$ cat config.mk
export PLATFORM = sky130hd
export DESIGN_NAME = rtcfg_top
export DESIGN_NICKNAME = d
export VERILOG_FILES = /design/src/common/rtcfg_pkg.sv /design/src/hw/rtcfg_top.sv
export SDC_FILE = /design/constraint.sdc
export NUM_CORES = 1
export LEC_CHECK = 0
export ABC_AREA = 1
export BUFFER_PORTS_ARGS = -buffer_cell sky130_fd_sc_hd__buf_4
export CAP_MARGIN = 20
export CORE_MARGIN = 1.5
export CORE_UTILIZATION = 50
export CTS_CLUSTER_DIAMETER = 120
export DETAILED_ROUTE_END_ITERATION = 6
export GPL_TIMING_DRIVEN = 0
export HOLD_SLACK_MARGIN = 0.12
export PLACE_DENSITY_LB_ADDON = 0.15
export SYNTH_ARGS = -nofsm -noshare
export SYNTH_HDL_FRONTEND = slang
export SYNTH_SLANG_ARGS = --single-unit
$ cat constraint.sdc
create_clock -name hclk -period 3.6 [get_ports hclk]
set_input_delay 0.54 -clock hclk [delete_from_list [all_inputs] [get_ports hclk]]
set_output_delay 0.54 -clock hclk [all_outputs]
set_load 0.03 [all_outputs]
$ cat src/common/rtcfg_pkg.sv
`default_nettype none
package rtcfg_pkg;
  localparam int unsigned CLK_MHZ = 125;
  // Printed register indices; byte address is four times the index
  localparam logic [7:0] IDX_TERM_A = 8'h17;
  localparam logic [7:0] IDX_TERM_B = 8'h20;
  localparam logic [7:0] IDX_GLOBAL = 8'h30;
  // Field positions within the stored upper byte (register bits 15:8)
  localparam int unsigned F_TO_LO   = 6;
  localparam int unsigned F_INH_A   = 5;
  localparam int unsigned F_INH_B   = 4;
  localparam int unsigned F_BC_INV  = 3;
  localparam int unsigned F_RSVD    = 2;
  localparam int unsigned F_UMC_INV = 1;
  localparam int unsigned F_SEP_BC  = 0;
  // Global control register bits
  localparam int unsigned G_SCOPE   = 0;
  localparam int unsigned G_TXINH_A = 1;
  localparam int unsigned G_TXINH_B = 2;
  localparam int unsigned G_PIN_A   = 3;
  localparam int unsigned G_PIN_B   = 4;
  localparam logic [7:0] CFG_RESET  = 8'h00;
  localparam logic [2:0] GLB_RESET  = 3'h0;
  // Bus dead time and RT-to-RT timeout, microseconds
  localparam int unsigned NR_US_0   = 15;
  localparam int unsigned NR_US_1   = 20;
  localparam int unsigned NR_US_2   = 58;
  localparam int unsigned NR_US_3   = 138;
  localparam int unsigned RTRT_US_0 = 57;
  localparam int unsigned RTRT_US_1 = 62;
  localparam int unsigned RTRT_US_2 = 100;
  localparam int unsigned RTRT_US_3 = 180;
  // Each RT-to-RT figure already holds two embedded words of this length
  localparam int unsigned EMBED_WORD_US = 20;
  localparam logic [4:0] BCAST_ADDR = 5'h1f;
  localparam logic [4:0] SA_MODE_LO = 5'h00;
  localparam logic [4:0] SA_MODE_HI = 5'h1f;
endpackage
`default_nettype wire

$ cat src/hw/rtcfg_top.sv
// Contract
// - Two independent per-terminal configuration registers
// - Select field picks dead time 15/20/58/138us
// - Same field picks RT-RT 57/62/100/180us
// - RT-RT timed parity of command to sync
// - RT-RT span includes two 20us embedded words
// - Bus A inhibit bit blocks this terminal only
// - Bus B inhibit bit blocks this terminal only
// - Scope option: both directions or transmit only
// - Global pin or bit still blocks transmit
// - Broadcast invalid: address 31 ignored entirely
// - Broadcast valid: address 31 processed
// - Undefined-mode bit covers listed codes only
// - Legal undefined mode answered, status updated
// - Illegal undefined mode: error, status only
// - Undefined-mode invalid: listed codes ignored
// - Master reset clears upper field
// - Separate broadcast storage when bit set
// - Shared storage when bit clear
//
// Implementation choice: the AHB-Lite register port.
`default_nettype none
module rtcfg_top
  import rtcfg_pkg::*;
#(
  parameter int unsigned NR_CYC_0   = NR_US_0 * CLK_MHZ,
  parameter int unsigned NR_CYC_1   = NR_US_1 * CLK_MHZ,
  parameter int unsigned NR_CYC_2   = NR_US_2 * CLK_MHZ,
  parameter int unsigned NR_CYC_3   = NR_US_3 * CLK_MHZ,
  parameter int unsigned RTRT_CYC_0 = RTRT_US_0 * CLK_MHZ,
  parameter int unsigned RTRT_CYC_1 = RTRT_US_1 * CLK_MHZ,
  parameter int unsigned RTRT_CYC_2 = RTRT_US_2 * CLK_MHZ,
  parameter int unsigned RTRT_CYC_3 = RTRT_US_3 * CLK_MHZ
)(
  input  wire logic        hclk,
  input  wire logic        hresetn,
  input  wire logic        hsel,
  input  wire logic [31:0] haddr,
  input  wire logic [1:0]  htrans,
  input  wire logic        hwrite,
  input  wire logic [2:0]  hsize,
  input  wire logic [31:0] hwdata,
  input  wire logic        hready,
  output logic      [31:0] hrdata,
  output logic             hreadyout,
  output logic             hresp,
  input  wire logic        master_reset_n,
  input  wire logic        global_bus_a_tx_inhibit,
  input  wire logic        global_bus_b_tx_inhibit,
  input  wire logic [9:0]  term_addr,
  input  wire logic        cmd_strobe,
  input  wire logic [15:0] cmd_word,
  input  wire logic [1:0]  mode_illegal,
  input  wire logic [1:0]  wait_start,
  input  wire logic [1:0]  wait_rtrt,
  input  wire logic [1:0]  wait_stop,
  output logic      [1:0]  cmd_accept,
  output logic      [1:0]  cmd_respond,
  output logic      [1:0]  cmd_status_only,
  output logic      [1:0]  cmd_msg_error,
  output logic      [1:0]  status_update,
  output logic      [1:0]  bcast_buffer_sel,
  output logic      [1:0]  bus_a_tx_en,
  output logic      [1:0]  bus_a_rx_en,
  output logic      [1:0]  bus_b_tx_en,
  output logic      [1:0]  bus_b_rx_en,
  output logic      [1:0]  wait_timeout
);
  import rtcfg_pkg::*;

  logic       mr_s1_q, mr_s2_q, pa_s1_q, pa_s2_q, pb_s1_q, pb_s2_q;
  logic       wr_pend_q;
  logic [7:0] wr_idx_q;
  logic [2:0] glb_q;
  logic [7:0] cfg_q [2];
  logic       addr_ok;
  logic [7:0] a_idx;

  // Master reset and global inhibit pins pass two flops before any logic reads them
  always_ff @(posedge hclk or negedge hresetn)
  begin
    if (!hresetn)
    begin
      mr_s1_q <= 1'b0;
      mr_s2_q <= 1'b0;
      pa_s1_q <= 1'b0;
      pa_s2_q <= 1'b0;
      pb_s1_q <= 1'b0;
      pb_s2_q <= 1'b0;
    end
    else
    begin
      mr_s1_q <= master_reset_n;
      mr_s2_q <= mr_s1_q;
      pa_s1_q <= global_bus_a_tx_inhibit;
      pa_s2_q <= pa_s1_q;
      pb_s1_q <= global_bus_b_tx_inhibit;
      pb_s2_q <= pb_s1_q;
    end
  end

  // Zero-wait slave: address phase is taken, write lands in the data phase
  assign addr_ok = hsel && htrans[1] && hready;
  assign a_idx   = haddr[9:2];

  always_ff @(posedge hclk or negedge hresetn)
  begin
    if (!hresetn)
    begin
      wr_pend_q <= 1'b0;
      wr_idx_q  <= 8'h00;
    end
    else
    begin
      wr_pend_q <= addr_ok && hwrite;
      wr_idx_q  <= a_idx;
    end
  end

  always_ff @(posedge hclk or negedge hresetn)
  begin
    if (!hresetn)
    begin
      hrdata    <= 32'h0000_0000;
      hreadyout <= 1'b0;
      hresp     <= 1'b0;
    end
    else
    begin
      hreadyout <= 1'b1;
      hresp     <= 1'b0;
      if (addr_ok && !hwrite)
      begin
        if (a_idx == IDX_TERM_A && haddr[31:10] == 22'h0)
          hrdata <= {16'h0000, cfg_q[0], 8'h00};
        else if (a_idx == IDX_TERM_B && haddr[31:10] == 22'h0)
          hrdata <= {16'h0000, cfg_q[1], 8'h00};
        else if (a_idx == IDX_GLOBAL && haddr[31:10] == 22'h0)
          hrdata <= {27'h000_0000, pb_s2_q, pa_s2_q, glb_q};
        else
          hrdata <= 32'h0000_0000;
      end
    end
  end

  always_ff @(posedge hclk or negedge hresetn)
  begin
    if (!hresetn)
      glb_q <= GLB_RESET;
    else if (wr_pend_q && wr_idx_q == IDX_GLOBAL)
      glb_q <= hwdata[2:0];
  end

  genvar t;
  generate
    for (t = 0; t < 2; t++)
    begin : g_term
      localparam logic [7:0] MY_IDX = (t == 0) ? IDX_TERM_A : IDX_TERM_B;
      logic        is_mode, undef, addr_hit, recog, bcast, inh_a, inh_b, gate_rx;
      logic [4:0]  mc;
      logic [14:0] cnt_q, limit;
      logic        run_q, rtrt_q;

      // Master reset pin clears the whole upper field, reserved bit included
      always_ff @(posedge hclk or negedge hresetn)
      begin
        if (!hresetn)
          cfg_q[t] <= CFG_RESET;
        else if (!mr_s2_q)
          cfg_q[t] <= CFG_RESET;
        else if (wr_pend_q && wr_idx_q == MY_IDX)
          cfg_q[t] <= hwdata[15:8];
      end

      assign mc      = cmd_word[4:0];
      assign is_mode = (cmd_word[9:5] == SA_MODE_LO) || (cmd_word[9:5] == SA_MODE_HI);
      // Only these undefined codes fall under the undefined-mode bit
      assign undef   = is_mode && ((!cmd_word[10] && (mc <= 5'h10 || mc == 5'h12
                       || mc == 5'h13)) || (cmd_word[10] && (mc == 5'h11
                       || mc == 5'h14 || mc == 5'h15)));
      assign bcast   = cmd_word[15:11] == BCAST_ADDR;
      assign addr_hit = (cmd_word[15:11] == term_addr[5*t +: 5] && !bcast)
                        || (bcast && !cfg_q[t][F_BC_INV]);
      assign recog   = addr_hit && !(undef && cfg_q[t][F_UMC_INV]);

      always_ff @(posedge hclk or negedge hresetn)
      begin
        if (!hresetn)
        begin
          cmd_accept[t]       <= 1'b0;
          cmd_respond[t]      <= 1'b0;
          cmd_status_only[t]  <= 1'b0;
          cmd_msg_error[t]    <= 1'b0;
          status_update[t]    <= 1'b0;
          bcast_buffer_sel[t] <= 1'b0;
        end
        else
        begin
          cmd_accept[t]      <= cmd_strobe && recog;
          cmd_respond[t]     <= cmd_strobe && recog && !bcast;
          cmd_status_only[t] <= cmd_strobe && recog && !bcast && undef
                                && mode_illegal[t];
          cmd_msg_error[t]   <= cmd_strobe && recog && undef && mode_illegal[t];
          status_update[t]   <= cmd_strobe && recog;
          if (cmd_strobe && recog)
            bcast_buffer_sel[t] <= bcast && cfg_q[t][F_SEP_BC];
        end
      end

      // Per-terminal inhibit never touches the other terminal's enables
      assign inh_a   = cfg_q[t][F_INH_A];
      assign inh_b   = cfg_q[t][F_INH_B];
      assign gate_rx = !glb_q[G_SCOPE];

      always_ff @(posedge hclk or negedge hresetn)
      begin
        if (!hresetn)
        begin
          bus_a_tx_en[t] <= 1'b0;
          bus_a_rx_en[t] <= 1'b0;
          bus_b_tx_en[t] <= 1'b0;
          bus_b_rx_en[t] <= 1'b0;
        end
        else
        begin
          bus_a_tx_en[t] <= !inh_a && !pa_s2_q && !glb_q[G_TXINH_A];
          bus_b_tx_en[t] <= !inh_b && !pb_s2_q && !glb_q[G_TXINH_B];
          bus_a_rx_en[t] <= !(inh_a && gate_rx);
          bus_b_rx_en[t] <= !(inh_b && gate_rx);
        end
      end

      // RT-RT limits already hold both embedded words, so no extra is added
      always_comb
      begin
        case ({rtrt_q, cfg_q[t][F_TO_LO +: 2]})
          3'b000:  limit = 15'(NR_CYC_0);
          3'b001:  limit = 15'(NR_CYC_1);
          3'b010:  limit = 15'(NR_CYC_2);
          3'b011:  limit = 15'(NR_CYC_3);
          3'b100:  limit = 15'(RTRT_CYC_0);
          3'b101:  limit = 15'(RTRT_CYC_1);
          3'b110:  limit = 15'(RTRT_CYC_2);
          default: limit = 15'(RTRT_CYC_3);
        endcase
      end

      // Started at mid-parity of the command, stopped at mid-sync of data
      always_ff @(posedge hclk or negedge hresetn)
      begin
        if (!hresetn)
        begin
          cnt_q           <= 15'h0000;
          run_q           <= 1'b0;
          rtrt_q          <= 1'b0;
          wait_timeout[t] <= 1'b0;
        end
        else
        begin
          wait_timeout[t] <= run_q && !wait_stop[t] && cnt_q + 15'h0001 >= limit;
          if (wait_start[t])
          begin
            cnt_q  <= 15'h0000;
            run_q  <= 1'b1;
            rtrt_q <= wait_rtrt[t];
          end
          else if (wait_stop[t] || (run_q && cnt_q + 15'h0001 >= limit))
            run_q <= 1'b0;
          else if (run_q)
            cnt_q <= cnt_q + 15'h0001;
        end
      end

      chk_umc_ignores: assert property (@(posedge hclk) disable iff (!hresetn)
        cmd_strobe && undef && cfg_q[t][F_UMC_INV] |=> !cmd_accept[t] && !status_update[t])
        else $error("undefined mode accepted while invalid");
      chk_bcast_invalid: assert property (@(posedge hclk) disable iff (!hresetn)
        cmd_strobe && bcast && cfg_q[t][F_BC_INV] |=> !cmd_accept[t])
        else $error("broadcast accepted while invalid");
      chk_bcast_valid: assert property (@(posedge hclk) disable iff (!hresetn)
        cmd_strobe && bcast && !cfg_q[t][F_BC_INV] && !undef |=> cmd_accept[t]
        && !cmd_respond[t])
        else $error("broadcast not processed");
      chk_illegal_status: assert property (@(posedge hclk) disable iff (!hresetn)
        cmd_strobe && recog && undef && mode_illegal[t] && !bcast
        |=> cmd_msg_error[t] && cmd_status_only[t])
        else $error("illegal undefined mode missed error");
      chk_sep_storage: assert property (@(posedge hclk) disable iff (!hresetn)
        cmd_strobe && recog && bcast |=> bcast_buffer_sel[t] == $past(cfg_q[t][F_SEP_BC]))
        else $error("broadcast buffer select wrong");
      chk_inhibit_a: assert property (@(posedge hclk) disable iff (!hresetn)
        inh_a [*2] |-> !bus_a_tx_en[t])
        else $error("bus A transmit not inhibited");
      chk_mr_clear: assert property (@(posedge hclk) disable iff (!hresetn)
        !mr_s2_q |=> cfg_q[t] == CFG_RESET)
        else $error("master reset did not clear");
      chk_timeout_len: assert property (@(posedge hclk) disable iff (!hresetn)
        wait_start[t] ##1 (!wait_start[t] && !wait_stop[t]) [*3] |-> !wait_timeout[t])
        else $error("timeout far too early");
    end
  endgenerate

  chk_scope_rx: assert property (@(posedge hclk) disable iff (!hresetn)
    glb_q[G_SCOPE] && $stable(glb_q) |=> bus_a_rx_en == 2'b11 && bus_b_rx_en == 2'b11)
    else $error("receive blocked in transmit-only scope");
  chk_pin_block: assert property (@(posedge hclk) disable iff (!hresetn)
    pa_s2_q |=> bus_a_tx_en == 2'b00)
    else $error("global pin did not block bus A");
endmodule
`default_nettype wire

==> results.ini <==
[finish]
n_fill_cell = 1062
syn_to_final_growth_pct = 23.50
fin_cells = 1085
utilization = 0.6350
drive_gt1_frac = 0.2313
layout_commonest_cell = nand2_1
final_cell_mix = 170 x nand2_1, 142 x buf_4, 102 x dfrtp_1
antenna_cells = 0
nNetsFinal = 1077

[drt]
vias = 5403
drt_pass1_iterations = 5
wl_per_cell_um = 12.50
drc = 0
drt_wl_total_mm = 13.57
viasPerCell = 4.980
antenna_left = 0
initialDrtViolationCount = 211

[floorplan]
die_width_um = 114.1
dieArea_mm2 = 0.01303
ioPinCount = 168
rows = 40
core-area_mm2 = 0.01201
start_util = 0.5142
die_h_um = 114.1

[critical_path]
r2r_cells = 20
crit_family = simple AND/OR/NAND/NOR gates
rrSetupSlack_ns = 0.48
crit_arrival_ns = 3.36
critPathLaunchType = flop
crit_chain = ha_1, nand2_2, nor2_2, nand3_1, nor2_1, xnor2_1, inv_1, ha_1, nand2_1, nor2_1, nand2_1, nor2_1, nand3b_1, nor2_1, nor2_2, nand3_4, nand2_4, buf_12, nand2_4, nand2_2
worstReg2RegStart = g_term[1].cnt_q[0]$_DFFE_PN0P_
crit_top_cell = nor2_1
end_kind = flop
crit_slowest_cell = dfrtp_1
required_ns = 3.85
r2r-end = g_term[1].cnt_q[9]$_DFFE_PN0P_
critical_path_buf_inv_count = 2
cp.depth = 20
crit_fanout = 10
critical-path-max-stage-delay_ns = 0.45
path_class = flop to flop

[logic_synthesis]
netlist_instances = 784
ys_ff_latch = 102
synth_cell_type_count = 40
synth_top_area_frac = 0.4133
synth_warnings = 0
yosys.area.top_type = dfrtp_1
netlist_top_cells_area = dfrtp_1 41%, nand2_1 10%, ha_1 6.5%
synthesis.area_mm2 = 0.006176
avgSynthCellArea_um2 = 7.877
synth-seq-area-share = 0.4133

[global_route]
antenna_found_initial = 0
grtUsageTotal = 0.2161
grt_overflow = 0
grt_pass1_wl_mm = 22.40
grt_pass1_vias = 5027
grt_max_degree = 61

[clock_network]
cts_max_level = 3
postCtsResizedCells = 0
post_cts_buffers = 0
postCtsHoldBufs = 0
cts_tree = done
clk_pin_slew_ns = 0.07
clockBufferDepth = 2
cts-root-buf = clkbuf_16
cts.sinks = 102
insertion_delay_ns = 0.36
cts_buffers = 9

[sta]
timing_hold_violations_final = 0
rsz0062_at_grt = false
hold_slack_ns = 0.1771
timing.final.crit_share = 0.8657
fmax_mhz = 320.9
fin_crit_ns = 3.116
finalSetupTns_ns = 0
drv_slew = 0
worst_clock_skew_ns = 0.01426
slew_headroom = 0.4064
worst_slew_pin_slew_ns = 0.8831
setup_viol = 0

[placement]
placed_cells = 1069
gp_congestion = 0.8115
portBuffers = 118
dp_hpwl_mm = 10.35

[worst_hold_path]
hp-class = input pin to asynchronous set/reset pin

[power]
peakVddDrop_mv = 0.3726
total_leakage_power_nw = 4.031
power_density_mw_per_mm2 = 355.4

[job]
drv_cap = 0

[outcome]
status = complete, no violations

## stage by stage
stage / total power (W) / setup WS, ns / area, um2
global route: 0.002844 / 0.2012 / 7627
global placement: 0.001773 / 0.5120 / 7317
CTS: 0.002730 / 0.4835 / 7627
detailed placement: 0.001785 / 0.5009 / 7345
floorplan: 0.001584 / 0.8938 / 6247
finish: 0.002711 / 0.4836 / 7627
## state kept, by name (all words and copies together), names as in the netlist, 3 cells and up
register      flops
cfg_q            16
g_term.cnt_q     30
glb_q             3
hrdata           13
wr_idx_q          8
## where the power goes
part | switching, W | total, W | internal [W] | leakage [nW]
sequential | 0.0000519 | 0.00125 | 0.00120 | 1.32
combinational | 0.000296 | 0.000509 | 0.000212 | 2.58
clock | 0.000468 | 0.000949 | 0.000482 | 0.129
## cell families after synthesis
group	share of synthesized area
XOR/XNOR	0.02978
adder cells (fa/ha/maj)	0.06483
other	0.001216
AO/OA/AOI/OAI	0.06868
AND/OR/NAND/NOR	0.3258
buffers and inverters	0.09643
flip-flops	0.4133
## how the worst max path moves through the flow
stage | from | to | slack (ns)
CTS | g_term[1].cnt_q[0]$_DFFE_PN0P_ | g_term[1].cnt_q[6]$_DFFE_PN0P_ | 0.48
finish | g_term[1].cnt_q[0]$_DFFE_PN0P_ | g_term[1].cnt_q[9]$_DFFE_PN0P_ | 0.48
global route | g_term[1].cnt_q[0]$_DFFE_PN0P_ | g_term[1].cnt_q[7]$_DFFE_PN0P_ | 0.20
floorplan | g_term[1].cnt_q[0]$_DFFE_PN0P_ | g_term[1].cnt_q[10]$_DFFE_PN0P_ | 0.89
global placement | g_term[1].cnt_q[0]$_DFFE_PN0P_ | g_term[1].cnt_q[14]$_DFFE_PN0P_ | 0.51
detailed placement | g_term[1].cnt_q[0]$_DFFE_PN0P_ | g_term[1].cnt_q[14]$_DFFE_PN0P_ | 0.50
## cells in the mapped netlist
cell and instances:
nor4_2 1, buf_12 2, o41ai_1 1, o21a_1 3
nor3b_1 1, nor2_4 2, nand3b_1 3, o21ai_1 3
a31oi_1 6, nor3_1 15, nand3_2 4, nand4_1 20
conb_1 2, clkinv_1 1, clkbuf_1 11, dfrtp_1 102
nand3_1 57, o21ai_0 36, or3_1 1, a21boi_0 2
xnor2_1 7, and2_1 1, buf_4 24, o21bai_1 3
a21oi_1 17, a21boi_1 1, nand2_4 11, xor2_1 14
nand2_2 26, nor2_1 98, or2_2 7, nor4_1 3
inv_1 87, nand2_1 170, nand3_4 2, ha_1 32
o31ai_1 2, nor2_2 3, a211oi_1 2, inv_2 1
## per-layer routing
metal | global-route usage | part of all wire
met1 | 0.2713 | 0.44
met2 | 0.3655 | 0.49
met3 | 0.05029 | 0.056
met4 | 0.07917 | 0.022
met5 | 0 | 0
## layout make-up
| class | count | area, um2 | area share |
|---|---|---|---|
| Tap cell | 147 | 183.9 | 0.02411 |
| Timing Repair Buffer | 119 | 913.4 | 0.1198 |
| Clock buffer | 10 | 229.0 | 0.03002 |
| Inverter | 89 | 334.1 | 0.04380 |
| Clock inverter | 6 | 53.80 | 0.007054 |
| Buffer | 37 | 261.5 | 0.03428 |
| Multi-Input combinational cell | 575 | 3099 | 0.4063 |
| Sequential cell | 102 | 2552 | 0.3346 |
Power figures use the tool's default switching activity.
